## src/design/iobr_pkg.sv

```systemverilog
// shared constants and types for the io window bridge and its bus agent
package iobr_pkg;
  localparam int AW = 32;
  localparam int DW = 32;
  localparam int BEW = 4;
  localparam int OFS_W = 8;
  localparam int SZW = 5;
  localparam int DIR_DN = 0;
  localparam int DIR_UP = 1;
  // bridge csr offsets, also reachable through configuration space
  localparam logic [7:0] OFS_DN_BAR = 8'h00;
  localparam logic [7:0] OFS_UP_BAR = 8'h04;
  localparam logic [7:0] OFS_DN_XLAT = 8'h08;
  localparam logic [7:0] OFS_UP_XLAT = 8'h0c;
  localparam logic [7:0] OFS_DN_ADDR = 8'h10;
  localparam logic [7:0] OFS_DN_DATA = 8'h14;
  localparam logic [7:0] OFS_UP_ADDR = 8'h18;
  localparam logic [7:0] OFS_UP_DATA = 8'h1c;
  localparam logic [7:0] OFS_CTRL = 8'h20;
  localparam logic [7:0] OFS_OWN = 8'h24;
  localparam logic [7:0] OFS_WSIZE = 8'h28;
  // indirect_io_ctrl_status fields
  localparam int CTRL_DN_EN = 0;
  localparam int CTRL_UP_EN = 1;
  localparam int CTRL_DN_WIN = 2;
  localparam int CTRL_UP_WIN = 3;
  localparam int CTRL_DN_OWN_RO = 8;
  localparam int CTRL_UP_OWN_RO = 16;
  localparam int CTRL_SUB_LO = 24;
  localparam int OWN_DN_BIT = 0;
  localparam int OWN_UP_BIT = 8;
  localparam int WSZ_UP_LO = 8;
  localparam logic [4:0] WSZ_RST = 5'h06;
  localparam logic [1:0] SUB_PRI = 2'h1;
  localparam logic [1:0] SUB_SEC = 2'h2;
  // agent register offsets and fields
  localparam logic [7:0] H_ADDR = 8'h00;
  localparam logic [7:0] H_WDATA = 8'h04;
  localparam logic [7:0] H_CTRL = 8'h08;
  localparam logic [7:0] H_STAT = 8'h0c;
  localparam logic [7:0] H_RDATA = 8'h10;
  localparam logic [7:0] H_TGT = 8'h14;
  localparam logic [7:0] H_CAP = 8'h18;
  localparam logic [7:0] H_ORDER = 8'h1c;
  localparam int HC_GO = 0;
  localparam int HC_WRITE = 1;
  localparam int HC_SIDE = 2;
  localparam int HC_CSR = 3;
  localparam int HC_SPACE_LO = 4;
  localparam int HC_BE_LO = 8;
  localparam int HS_BUSY = 0;
  localparam int HS_KIND_LO = 1;
  localparam int HS_SUBTR = 3;
  localparam int FAR_LAT = 2;
  typedef enum logic [1:0] {SP_MEM = 2'h0, SP_IO = 2'h1, SP_CFG = 2'h2} space_e;
  typedef enum logic [1:0] {RSP_NONE = 2'h0, RSP_RETRY = 2'h1,
    RSP_DONE = 2'h2} rsp_e;
endpackage : iobr_pkg

```

## src/design/iobr_if.sv

```systemverilog
// link between the bridge end and the bus agents end
`timescale 1ns/1ps
`default_nettype none
interface iobr_if;
  logic req_valid;
  logic req_side;
  iobr_pkg::space_e req_space;
  logic req_csr;
  logic req_write;
  logic [31:0] req_addr;
  logic [3:0] req_be;
  logic [31:0] req_wdata;
  logic rsp_valid;
  iobr_pkg::rsp_e rsp_kind;
  logic rsp_subtr;
  logic [31:0] rsp_rdata;
  logic [1:0] far_valid;
  logic [1:0] far_write;
  logic [1:0][31:0] far_addr;
  logic [1:0][3:0] far_be;
  logic [1:0][31:0] far_wdata;
  logic [1:0] far_done;
  logic [1:0][31:0] far_rdata;
  logic [1:0] order_ok;
  modport dev (input req_valid, req_side, req_space, req_csr, req_write,
    req_addr, req_be, req_wdata, far_done, far_rdata, order_ok,
    output rsp_valid, rsp_kind, rsp_subtr, rsp_rdata, far_valid, far_write,
    far_addr, far_be, far_wdata);
  modport agt (output req_valid, req_side, req_space, req_csr, req_write,
    req_addr, req_be, req_wdata, far_done, far_rdata, order_ok,
    input rsp_valid, rsp_kind, rsp_subtr, rsp_rdata, far_valid, far_write,
    far_addr, far_be, far_wdata);
endinterface : iobr_if
`default_nettype wire

```

## src/design/iobr_device.sv

```systemverilog
// bridge end: io windows, translation, indirect io and subtractive decode
//
// Our own choices: the placing of the registers and the address-and-strobe port.
`timescale 1ns/1ps
`default_nettype none
// Behaviour
// - one io window per interface, each direction
// - window sizes 64, 128, 256 bytes
// - larger windows are not blocked
// - upper bits replaced by translated base
// - translated bases in config and csr space
// - address/data pair only from owning interface
// - data access issues far io cycle
// - only io cycles from owner start transfers
// - generation needs direction enable bit
// - far cycle reuses initiator byte enables
// - initiator keeps address bits matching enables
// - retry data access until far cycle completes
// - request queued and ordered per direction
// - repeat gets termination and read data
// - owner read returns flag then sets it
// - initiator waits for zero, repeats until done
// - completion returned clears ownership flag
// - side-effect free copies; byte access advised
// - subtractive forward without translation, delayed
// - retries keep subtractive timing while queued
// - software never enables both interfaces
module iobr_device
(
  input wire logic CORE_CLK_I,
  input wire logic RST_I,
  input wire logic CE_I,
  iobr_if.dev LINK,
  output logic DN_OWN_O,
  output logic UP_OWN_O
);
  localparam int AW = iobr_pkg::AW;
  localparam int DW = iobr_pkg::DW;
  localparam int BEW = iobr_pkg::BEW;
  localparam int KW = 2 + AW + BEW + DW;

  logic [1:0][AW-1:0] bar_q;
  logic [1:0][AW-1:0] xlat_q;
  logic [1:0][AW-1:0] iaddr_q;
  logic [1:0][DW-1:0] idata_q;
  logic [1:0][iobr_pkg::SZW-1:0] wsz_q;
  logic [1:0] ioen_q;
  logic [1:0] winen_q;
  logic [1:0] own_q;
  logic [1:0] sub_q;
  logic [1:0][KW-1:0] key_q;
  logic [1:0] slot_busy;
  logic [1:0] slot_done;
  logic [1:0][DW-1:0] slot_rdata;
  logic [1:0] load;
  logic [1:0] take;
  logic d;
  logic [iobr_pkg::OFS_W-1:0] ofs;
  logic reg_acc;
  logic ind_go;
  logic fwd_win;
  logic fwd_sub;
  logic fwd;
  logic match;
  logic [AW-1:0] far_a;
  logic [AW-1:0] msk;
  logic [KW-1:0] key_now;
  logic [DW-1:0] reg_rd;
  logic req;
  logic reg_wr;

  function automatic logic [AW-1:0] win_mask(
    input logic [iobr_pkg::SZW-1:0] sz);
    win_mask = ~((32'h1 << sz) - 32'h1);
  endfunction : win_mask

  function automatic logic [7:0] data_ofs(input logic dir);
    data_ofs = dir ? iobr_pkg::OFS_UP_DATA : iobr_pkg::OFS_DN_DATA;
  endfunction : data_ofs

  function automatic logic [7:0] addr_ofs(input logic dir);
    addr_ofs = dir ? iobr_pkg::OFS_UP_ADDR : iobr_pkg::OFS_DN_ADDR;
  endfunction : addr_ofs

  function automatic logic [DW-1:0] be_merge(input logic [DW-1:0] old,
    input logic [DW-1:0] nw, input logic [BEW-1:0] be);
    be_merge = old;
    for (int i = 0; i < BEW; i++)
      if (be[i])
        be_merge[i*8 +: 8] = nw[i*8 +: 8];
  endfunction : be_merge

  // subtractive decode enable for the bus a cycle came from
  function automatic logic sub_on(input logic dir, input logic [1:0] f);
    sub_on = dir ? (f == iobr_pkg::SUB_SEC) : (f == iobr_pkg::SUB_PRI);
  endfunction : sub_on

  // decode of the request now on the link
  always_comb
  begin
    d = LINK.req_side;
    ofs = LINK.req_addr[iobr_pkg::OFS_W-1:0];
    reg_acc = LINK.req_csr || (LINK.req_space == iobr_pkg::SP_CFG);
    ind_go = LINK.req_csr && (LINK.req_space == iobr_pkg::SP_IO) &&
      ioen_q[d] && (ofs == data_ofs(d));
    msk = win_mask(wsz_q[d]);
    fwd_win = !reg_acc && (LINK.req_space == iobr_pkg::SP_IO) &&
      winen_q[d] && (((LINK.req_addr ^ bar_q[d]) & msk) == '0);
    fwd_sub = !reg_acc && (LINK.req_space == iobr_pkg::SP_IO) &&
      !fwd_win && sub_on(d, sub_q);
    fwd = ind_go || fwd_win || fwd_sub;
    if (ind_go)
      far_a = iaddr_q[d];
    else if (fwd_win)
      far_a = (xlat_q[d] & msk) | (LINK.req_addr & ~msk);
    else
      far_a = LINK.req_addr;
    key_now = {ind_go, LINK.req_write, LINK.req_addr, LINK.req_be,
      LINK.req_write ? LINK.req_wdata : '0};
    match = slot_busy[d] && (key_q[d] == key_now);
  end

  assign req = LINK.req_valid && CE_I;
  assign reg_wr = req && reg_acc && LINK.req_write && !ind_go;

  // register read mux; reserved and foreign accesses read zero
  always_comb
  begin
    reg_rd = '0;
    if (ofs == iobr_pkg::OFS_DN_BAR)
      reg_rd = bar_q[iobr_pkg::DIR_DN];
    else if (ofs == iobr_pkg::OFS_UP_BAR)
      reg_rd = bar_q[iobr_pkg::DIR_UP];
    else if (ofs == iobr_pkg::OFS_DN_XLAT)
      reg_rd = xlat_q[iobr_pkg::DIR_DN];
    else if (ofs == iobr_pkg::OFS_UP_XLAT)
      reg_rd = xlat_q[iobr_pkg::DIR_UP];
    else if (ofs == addr_ofs(d))
      reg_rd = iaddr_q[d];
    else if (ofs == iobr_pkg::OFS_CTRL)
    begin
      reg_rd[iobr_pkg::CTRL_DN_EN] = ioen_q[iobr_pkg::DIR_DN];
      reg_rd[iobr_pkg::CTRL_UP_EN] = ioen_q[iobr_pkg::DIR_UP];
      reg_rd[iobr_pkg::CTRL_DN_WIN] = winen_q[iobr_pkg::DIR_DN];
      reg_rd[iobr_pkg::CTRL_UP_WIN] = winen_q[iobr_pkg::DIR_UP];
      reg_rd[iobr_pkg::CTRL_DN_OWN_RO] = own_q[iobr_pkg::DIR_DN];
      reg_rd[iobr_pkg::CTRL_UP_OWN_RO] = own_q[iobr_pkg::DIR_UP];
      reg_rd[iobr_pkg::CTRL_SUB_LO +: 2] = sub_q;
    end
    else if (ofs == iobr_pkg::OFS_OWN)
    begin
      reg_rd[iobr_pkg::OWN_DN_BIT] = own_q[iobr_pkg::DIR_DN];
      reg_rd[iobr_pkg::OWN_UP_BIT] = own_q[iobr_pkg::DIR_UP];
    end
    else if (ofs == iobr_pkg::OFS_WSIZE)
    begin
      reg_rd[iobr_pkg::SZW-1:0] = wsz_q[iobr_pkg::DIR_DN];
      reg_rd[iobr_pkg::WSZ_UP_LO +: iobr_pkg::SZW] = wsz_q[iobr_pkg::DIR_UP];
    end
  end

  // window, translation and control registers, any interface may write
  always_ff @(posedge CORE_CLK_I)
  begin
    if (RST_I)
    begin
      bar_q <= '0;
      xlat_q <= '0;
      wsz_q <= {iobr_pkg::WSZ_RST, iobr_pkg::WSZ_RST};
      ioen_q <= '0;
      winen_q <= '0;
      sub_q <= '0;
    end
    else if (reg_wr)
    begin
      if (ofs == iobr_pkg::OFS_DN_BAR)
        bar_q[0] <= be_merge(bar_q[0], LINK.req_wdata, LINK.req_be);
      else if (ofs == iobr_pkg::OFS_UP_BAR)
        bar_q[1] <= be_merge(bar_q[1], LINK.req_wdata, LINK.req_be);
      else if (ofs == iobr_pkg::OFS_DN_XLAT)
        xlat_q[0] <= be_merge(xlat_q[0], LINK.req_wdata, LINK.req_be);
      else if (ofs == iobr_pkg::OFS_UP_XLAT)
        xlat_q[1] <= be_merge(xlat_q[1], LINK.req_wdata, LINK.req_be);
      else if (ofs == iobr_pkg::OFS_CTRL && LINK.req_be[0])
      begin
        ioen_q[0] <= LINK.req_wdata[iobr_pkg::CTRL_DN_EN];
        ioen_q[1] <= LINK.req_wdata[iobr_pkg::CTRL_UP_EN];
        winen_q[0] <= LINK.req_wdata[iobr_pkg::CTRL_DN_WIN];
        winen_q[1] <= LINK.req_wdata[iobr_pkg::CTRL_UP_WIN];
      end
      else if (ofs == iobr_pkg::OFS_CTRL && LINK.req_be[3])
        sub_q <= LINK.req_wdata[iobr_pkg::CTRL_SUB_LO +: 2];
      else if (ofs == iobr_pkg::OFS_WSIZE)
      begin
        if (LINK.req_be[0])
          wsz_q[0] <= LINK.req_wdata[iobr_pkg::SZW-1:0];
        if (LINK.req_be[1])
          wsz_q[1] <= LINK.req_wdata[iobr_pkg::WSZ_UP_LO +: iobr_pkg::SZW];
      end
    end
  end

  // per direction: indirect pair, ownership flag and delayed slot
  genvar k;
  generate
    for (k = 0; k < 2; k++)
    begin : g_dir
      assign load[k] = req && fwd && (d == k) && !slot_busy[k];
      assign take[k] = req && fwd && (d == k) && match &&
        slot_done[k];

      // pair written only from its own interface
      always_ff @(posedge CORE_CLK_I)
      begin
        if (RST_I)
        begin
          iaddr_q[k] <= '0;
          idata_q[k] <= '0;
        end
        else if (reg_wr && d == k && ofs == addr_ofs(k))
          iaddr_q[k] <= be_merge(iaddr_q[k], LINK.req_wdata,
            LINK.req_be);
        else if (load[k] && ind_go && LINK.req_write)
          idata_q[k] <= be_merge(idata_q[k], LINK.req_wdata,
            LINK.req_be);
        else if (take[k] && ind_go && !LINK.req_write)
          idata_q[k] <= slot_rdata[k];
      end

      // only the owner's byte lane read sets the flag
      always_ff @(posedge CORE_CLK_I)
      begin
        if (RST_I)
          own_q[k] <= 1'b0;
        else if (req && reg_acc && !LINK.req_write && d == k &&
          ofs == iobr_pkg::OFS_OWN && LINK.req_be[k])
          own_q[k] <= 1'b1;
        else if (take[k] && ind_go)
          own_q[k] <= 1'b0;
      end

      // key of the queued request, matched against each repeat
      always_ff @(posedge CORE_CLK_I)
      begin
        if (RST_I)
          key_q[k] <= '0;
        else if (load[k])
          key_q[k] <= key_now;
      end

      iobr_dt_slot #(.AW(AW), .DW(DW), .BEW(BEW)) u_slot
      (
        .clk_i(CORE_CLK_I),
        .rst_i(RST_I),
        .ce_i(CE_I),
        .load_i(load[k]),
        .write_i(LINK.req_write),
        .addr_i(far_a),
        .be_i(LINK.req_be),
        .wdata_i(LINK.req_wdata),
        .go_i(LINK.order_ok[k]),
        .fdone_i(LINK.far_done[k]),
        .frdata_i(LINK.far_rdata[k]),
        .take_i(take[k]),
        .busy_o(slot_busy[k]),
        .done_o(slot_done[k]),
        .rdata_o(slot_rdata[k]),
        .fvalid_o(LINK.far_valid[k]),
        .fwrite_o(LINK.far_write[k]),
        .faddr_o(LINK.far_addr[k]),
        .fbe_o(LINK.far_be[k]),
        .fwdata_o(LINK.far_wdata[k])
      );
    end
  endgenerate

  // answer one cycle after each request; forwarded cycles retry until a matching repeat finds the slot done
  always_ff @(posedge CORE_CLK_I)
  begin
    if (RST_I)
    begin
      LINK.rsp_valid <= 1'b0;
      LINK.rsp_kind <= iobr_pkg::RSP_NONE;
      LINK.rsp_subtr <= 1'b0;
      LINK.rsp_rdata <= '0;
    end
    else if (CE_I)
    begin
      LINK.rsp_valid <= LINK.req_valid;
      LINK.rsp_subtr <= LINK.req_valid && fwd_sub;
      LINK.rsp_rdata <= '0;
      if (!LINK.req_valid)
        LINK.rsp_kind <= iobr_pkg::RSP_NONE;
      else if (fwd && take[d])
      begin
        LINK.rsp_kind <= iobr_pkg::RSP_DONE;
        LINK.rsp_rdata <= LINK.req_write ? '0 : slot_rdata[d];
      end
      else if (fwd)
        LINK.rsp_kind <= iobr_pkg::RSP_RETRY;
      else if (reg_acc)
      begin
        LINK.rsp_kind <= iobr_pkg::RSP_DONE;
        LINK.rsp_rdata <= LINK.req_write ? '0 : reg_rd;
      end
      else
        LINK.rsp_kind <= iobr_pkg::RSP_NONE;
    end
  end

  assign DN_OWN_O = own_q[iobr_pkg::DIR_DN];
  assign UP_OWN_O = own_q[iobr_pkg::DIR_UP];
endmodule : iobr_device
`default_nettype wire

```

## src/design/iobr_dt_slot.sv

```systemverilog
// one delayed transaction slot: holds a request and its result until take_i after the far cycle ends
`timescale 1ns/1ps
`default_nettype none
module iobr_dt_slot
#(
  parameter int AW = 32,
  parameter int DW = 32,
  parameter int BEW = 4
)
(
  input wire logic clk_i,
  input wire logic rst_i,
  input wire logic ce_i,
  input wire logic load_i,
  input wire logic write_i,
  input wire logic [AW-1:0] addr_i,
  input wire logic [BEW-1:0] be_i,
  input wire logic [DW-1:0] wdata_i,
  input wire logic go_i,
  input wire logic fdone_i,
  input wire logic [DW-1:0] frdata_i,
  input wire logic take_i,
  output logic busy_o,
  output logic done_o,
  output logic [DW-1:0] rdata_o,
  output logic fvalid_o,
  output logic fwrite_o,
  output logic [AW-1:0] faddr_o,
  output logic [BEW-1:0] fbe_o,
  output logic [DW-1:0] fwdata_o
);
  typedef enum logic [1:0] {ST_IDLE = 2'h0, ST_WAIT = 2'h1, ST_FAR = 2'h3,
    ST_DONE = 2'h2} slot_e;
  slot_e state_q;

  // queued until ordering lets it out, then one far cycle
  always_ff @(posedge clk_i)
  begin
    if (rst_i)
      state_q <= ST_IDLE;
    else if (ce_i)
    begin
      case (state_q)
        ST_IDLE: if (load_i) state_q <= ST_WAIT;
        ST_WAIT: if (go_i) state_q <= ST_FAR;
        ST_FAR: if (fdone_i) state_q <= ST_DONE;
        ST_DONE: if (take_i) state_q <= ST_IDLE;
        default: state_q <= ST_IDLE;
      endcase
    end
  end

  // request fields, frozen for the life of the slot
  always_ff @(posedge clk_i)
  begin
    if (rst_i)
    begin
      fwrite_o <= 1'b0;
      faddr_o <= '0;
      fbe_o <= '0;
      fwdata_o <= '0;
    end
    else if (ce_i && load_i && state_q == ST_IDLE)
    begin
      fwrite_o <= write_i;
      faddr_o <= addr_i;
      fbe_o <= be_i;
      fwdata_o <= wdata_i;
    end
  end

  // captured read data from the far bus
  always_ff @(posedge clk_i)
  begin
    if (rst_i)
      rdata_o <= '0;
    else if (ce_i && state_q == ST_FAR && fdone_i)
      rdata_o <= frdata_i;
  end

  assign busy_o = state_q != ST_IDLE;
  assign done_o = state_q == ST_DONE;
  assign fvalid_o = state_q == ST_FAR;
endmodule : iobr_dt_slot
`default_nettype wire

```

## src/flat_wrapper.sv

```systemverilog
// flat-port wrapper written by rule: the top's interface ports become plain ports
module iobr_device_flat 
  (CORE_CLK_I, RST_I, CE_I, DN_OWN_O, UP_OWN_O, LINK_req_valid, LINK_req_side, LINK_req_space, LINK_req_csr, LINK_req_write, LINK_req_addr, LINK_req_be, LINK_req_wdata, LINK_far_done, LINK_far_rdata, LINK_order_ok, LINK_rsp_valid, LINK_rsp_kind, LINK_rsp_subtr, LINK_rsp_rdata, LINK_far_valid, LINK_far_write, LINK_far_addr, LINK_far_be, LINK_far_wdata);
  iobr_if LINK_i ();
  input wire logic CORE_CLK_I;
  input wire logic RST_I;
  input wire logic CE_I;
  output logic DN_OWN_O;
  output logic UP_OWN_O;
  input wire logic [$bits(LINK_i.req_valid)-1:0] LINK_req_valid;
  input wire logic [$bits(LINK_i.req_side)-1:0] LINK_req_side;
  input wire logic [$bits(LINK_i.req_space)-1:0] LINK_req_space;
  input wire logic [$bits(LINK_i.req_csr)-1:0] LINK_req_csr;
  input wire logic [$bits(LINK_i.req_write)-1:0] LINK_req_write;
  input wire logic [$bits(LINK_i.req_addr)-1:0] LINK_req_addr;
  input wire logic [$bits(LINK_i.req_be)-1:0] LINK_req_be;
  input wire logic [$bits(LINK_i.req_wdata)-1:0] LINK_req_wdata;
  input wire logic [$bits(LINK_i.far_done)-1:0] LINK_far_done;
  input wire logic [$bits(LINK_i.far_rdata)-1:0] LINK_far_rdata;
  input wire logic [$bits(LINK_i.order_ok)-1:0] LINK_order_ok;
  output wire logic [$bits(LINK_i.rsp_valid)-1:0] LINK_rsp_valid;
  output wire logic [$bits(LINK_i.rsp_kind)-1:0] LINK_rsp_kind;
  output wire logic [$bits(LINK_i.rsp_subtr)-1:0] LINK_rsp_subtr;
  output wire logic [$bits(LINK_i.rsp_rdata)-1:0] LINK_rsp_rdata;
  output wire logic [$bits(LINK_i.far_valid)-1:0] LINK_far_valid;
  output wire logic [$bits(LINK_i.far_write)-1:0] LINK_far_write;
  output wire logic [$bits(LINK_i.far_addr)-1:0] LINK_far_addr;
  output wire logic [$bits(LINK_i.far_be)-1:0] LINK_far_be;
  output wire logic [$bits(LINK_i.far_wdata)-1:0] LINK_far_wdata;
  assign LINK_i.req_valid = LINK_req_valid;
  assign LINK_i.req_side = LINK_req_side;
  assign LINK_i.req_space = LINK_req_space;
  assign LINK_i.req_csr = LINK_req_csr;
  assign LINK_i.req_write = LINK_req_write;
  assign LINK_i.req_addr = LINK_req_addr;
  assign LINK_i.req_be = LINK_req_be;
  assign LINK_i.req_wdata = LINK_req_wdata;
  assign LINK_i.far_done = LINK_far_done;
  assign LINK_i.far_rdata = LINK_far_rdata;
  assign LINK_i.order_ok = LINK_order_ok;
  assign LINK_rsp_valid = LINK_i.rsp_valid;
  assign LINK_rsp_kind = LINK_i.rsp_kind;
  assign LINK_rsp_subtr = LINK_i.rsp_subtr;
  assign LINK_rsp_rdata = LINK_i.rsp_rdata;
  assign LINK_far_valid = LINK_i.far_valid;
  assign LINK_far_write = LINK_i.far_write;
  assign LINK_far_addr = LINK_i.far_addr;
  assign LINK_far_be = LINK_i.far_be;
  assign LINK_far_wdata = LINK_i.far_wdata;
  iobr_device u_core (.CORE_CLK_I(CORE_CLK_I), .RST_I(RST_I), .CE_I(CE_I), .LINK(LINK_i), .DN_OWN_O(DN_OWN_O), .UP_OWN_O(UP_OWN_O));
endmodule
```

## config.mk

```make
export PLATFORM = sky130hd
export DESIGN_NAME = iobr_device_flat
export DESIGN_NICKNAME = d
export VERILOG_FILES = /design/src/design/iobr_pkg.sv /design/src/design/iobr_if.sv /design/src/design/iobr_device.sv /design/src/design/iobr_dt_slot.sv /design/src/flat_wrapper.sv
export SDC_FILE = /design/constraint.sdc
export NUM_CORES = 2
export LEC_CHECK = 0
export ABC_CLOCK_PERIOD_IN_PS = 15040
export BUFFER_PORTS_ARGS = -buffer_cell sky130_fd_sc_hd__buf_2
export CORE_MARGIN = 3
export CORE_UTILIZATION = 30
export CTS_BUF_LIST = sky130_fd_sc_hd__clkbuf_4 sky130_fd_sc_hd__clkbuf_8
export CTS_CLUSTER_DIAMETER = 100
export DETAILED_ROUTE_END_ITERATION = 10
export PLACE_DENSITY = 0.45
export SKIP_LAST_GASP = 1
export SYNTH_ARGS = -nofsm -noshare
export SYNTH_HDL_FRONTEND = slang
export SYNTH_HIERARCHICAL = 1
export SYNTH_SLANG_ARGS = --single-unit
```

## constraint.sdc

```tcl
create_clock -name CORE_CLK_I -period 15.04 [get_ports CORE_CLK_I]
set_input_delay 1.504 -clock CORE_CLK_I [delete_from_list [all_inputs] [get_ports CORE_CLK_I]]
set_output_delay 1.504 -clock CORE_CLK_I [all_outputs]
set_load 0.01 [all_outputs]
```

==> results.txt <==
Status = finished, final reports clean
Max stage delay on crit path = 0.73 ns
Post-CTS Setup Inserts = 0
Max transition margin = 16.6%
Post-DP HPWL = 95000 um
Port Buffer Count = 322
Pre-antenna DRT Iters = 5
Synth Area in Compound Gates = 15.5%
Max frequency = 0.133 GHz
Number of flops mapped to enable cells by yosys = 0
Die width = 328 um
Most used flip-flop cell after synthesis = dfxtp_1
Starting density of the core = 30.4%
Nets@finish = 3966
First-pass GRT wire length = 195000 um
Post-CTS Resized = 0
Worst VDD drop = 62.3 uV
CP Capture Type = register
CP Launch Type = input port
Yosys warning total = 6
Period Utilization, post-route = 50.1%
Synth Net Count = 3809
Grt total ovfl = 0
Final Critical Period = 7.53 ns
First DRT Iteration DRCs = 2627
Largest net degree at the start of global routing = 248
RSZ-0062 raised after global routing = false
CP cell instances = buf_8 -> buf_12 -> buf_4 -> mux2_2 -> nor2_1 -> a31oi_1 -> nor3_1 -> xnor2_1 -> o22ai_1 -> nand4bb_1 -> o21bai_4 -> nand2_1 -> inv_1 -> nor4bb_4 -> buf_4 -> buf_4 -> mux2i_1
CP Max Fanout = 125
Synth unique cells = 96
Most used cell, CP = buf_4
Largest family of logic cells by synthesized area = simple AND/OR/NAND/NOR gates
Avg Inst Size Synth = 8.49 um2
Finish-stage setup viols = 0
# Max-Cap Violations = 0
Async set-reset flop share out of synthesis = 0%
Hold Crit Class = register to register
Worst Skew = 0.0518 ns
Ports = 323
Pwr/cell area = 96.9 nW/um2
Remaining DRCs = 0
Skew-Pair Late Insertion Delay = 0.78 ns
H-tree depth = 3
Clock tree sinks = 592
GRT Util Overall = 24.3%
#FFs+latches synth = 592
Inserted Clock Buffers = 110
Slew Limit Fails = 0
Setup TNS Final = 0 ns
Via count = 28600
Final Hold Vio Count = 0
Post-route insts no fill = 5258
Reg clk slew, reported paths = 0.06 ns
# rows = 117
Post-synth design cell area = 31100 um2
CTS root buf = clkbuf_8
Die Area = 108000 um2
Worst EP required = 15.69 ns
Area grow syn2layout = 14.7%
Leakage = 0.0127 uW
Drt via density = 5.44
Inst Count DP = 5076
Seq/Total Area, Yosys = 38.1%
Core region area = 102000 um2
Hold_buf cts = 0
Avg WL per Cell = 25.8 um
Critical-path top delay cell = buf_4
Actual slew at the worst max-slew pin = 1.25 ns
Setup Crit Path Kind = input port to register
Post-synthesis cell count = 3663
Arr. time, crit path = 8.18 ns
Initial antenna violation count = 9
TritonCTS clock tree = built
Final ANT Viol Nets = 0
Post-synthesis simple-gate area fraction = 23.9%
Total Wirelength = 136000 um
Clock tree buffer depth = 3
Die height = 328 um
Share of cells above drive strength 1 = 19.1%
Fillers = 10900
Placer's final routability congestion estimate = 0.959
Adder-cell area share of the yosys netlist = 0.0402%
Fraction of synthesized area in multiplexers = 14.6%
Post-synthesis xor/xnor area fraction = 2.42%
Number of global-route vias before repair = 27000
layout by cell type, fill, tap and decap left out, drive strengths merged, types with 6 or more instances in the layout:
cell type / n
nand4: 20
a221o: 6
mux2: 33
mux2i: 413
and2: 17
xnor2: 52
or2: 9
nand2: 347
and3b: 6
nor4: 16
or4: 20
nor3: 88
and3: 11
xor2: 34
o2111ai: 7
a31oi: 11
o21ai: 175
buf: 384
a22oi: 30
a221oi: 24
nor4bb: 7
o22ai: 26
nand3: 288
o211ai: 21
nor4b: 12
dfxtp: 592
a211oi: 11
a222oi: 13
inv: 20
nor2: 117
nand2b: 419
clkbuf: 170
or3: 8
a21oi: 319
a31o: 65
nor3b: 13
state kept, by name (all words and copies together) (netlist names):
signal                        count
u_core/wsz_q                     10
u_core/g_dir.u_slot/rdata_o      64
u_core/winen_q                    2
u_core/g_dir.u_slot/fwdata_o     64
u_core/LINK.rsp_rdata            32
u_core/UP_OWN_O                   1
u_core/LINK.rsp_kind              2
u_core/g_dir.u_slot/fbe_o         8
u_core/g_dir.u_slot/state_q       4
u_core/g_dir.u_slot/fwrite_o      2
u_core/ioen_q                     2
u_core/g_dir.u_slot/faddr_o      64
u_core/key_q                    140
u_core/LINK.rsp_subtr             1
u_core/bar_q                     64
u_core/LINK.rsp_valid             1
u_core/iaddr_q                   64
u_core/xlat_q                    64
u_core/sub_q                      2
u_core/DN_OWN_O                   1
kinds of logic (layout without fill, tap and decap cells):
kind of cell             after synthesis  count (layout)
AND/OR/NAND/NOR                     1418            1418
buffers and inverters                356             581
XOR/XNOR                              86              86
adder cells (fa/ha/maj)                1               1
AO/OA/AOI/OAI                        763             763
multiplexers                         447             447
other                                  0               2
flip-flops                           592             592
through the flow:
stage / util [%] / hold slack, ns / setup WS [ns] / cell area, um2 / total power, uW
floorplan: - / 0.434 / 9.25 / 31100 / 1750
global placement: 32.7 / 0.440 / 6.98 / 33400 / 1870
detailed placement: 32.7 / 0.444 / 7.01 / 33400 / 1870
CTS: 34.8 / 0.453 / 7.81 / 35700 / 3500
global route: 34.8 / 0.473 / 7.39 / 35700 / 3590
finish: 34.8 / 0.450 / 7.51 / 35700 / 3450
worst max-delay path, delay by kind of cell:
kind                      cells  cell delay [ns]
muxes                         2             0.73
xor gates and xnor gates      1             0.20
AOI/OAI and AO/OA             3             0.66
and+or+nand+nor               5             1.46
buffers and inverters         6             3.07
report_power, final:
group / internal (uW) / switching [uW]
logic: 78.5 / 188
registers: 1570 / 0.346
clock network: 906 / 711
per-layer routing:
metal | GRT usage [%] | part of all wire [%]
met1 | 33.5 | 45
met3 | 3.93 | 5.7
met5 | 0 | 0.017
met2 | 38.1 | 45
met4 | 8.94 | 3.6
synthesized netlist by cell type, types with 33 or more instances:
cell	instances	area, um2
a21oi_1	318	1590
a31o_2	65	569
buf_2	44	220
clkbuf_1	234	878
dfxtp_1	592	11900
mux2_2	33	372
mux2i_1	411	4110
nand2_1	347	1300
nand2b_1	419	2620
nand3_1	288	1440
nor2_1	113	424
nor3_1	87	435
o21ai_0	143	716
xnor2_1	52	455
xor2_1	34	298
area by class of cell:
type                            instances  area [um2]  area share, %
Inverter                               17        63.8          0.179
Antenna cell                            2        5.00         0.0140
Multi-Input combinational cell       2715       17700           49.6
Clock buffer                          170        2080           5.84
Timing Repair Buffer                  384        2120           5.95
Clock inverter                         10         149          0.418
Sequential cell                       592       11900           33.2
Tap cell                             1368        1710           4.80
final timing paths:
| check | depth (start not counted) | startpoint | slack [ns] | to |
|---|---|---|---|---|
| min | 2 | u_core/iaddr_q[29] | 0.45 | u_core/iaddr_q[29] |
| max reg2reg | 16 | u_core/wsz_q[8] | 8.76 | u_core/g_dir[0].u_slot/faddr_o[29] |
| max | 17 | LINK_req_side | 7.51 | u_core/g_dir[0].u_slot/faddr_o[29] |
| min reg2reg | 2 | u_core/iaddr_q[29] | 0.45 | u_core/iaddr_q[29] |
Power figures use the tool's default switching activity.
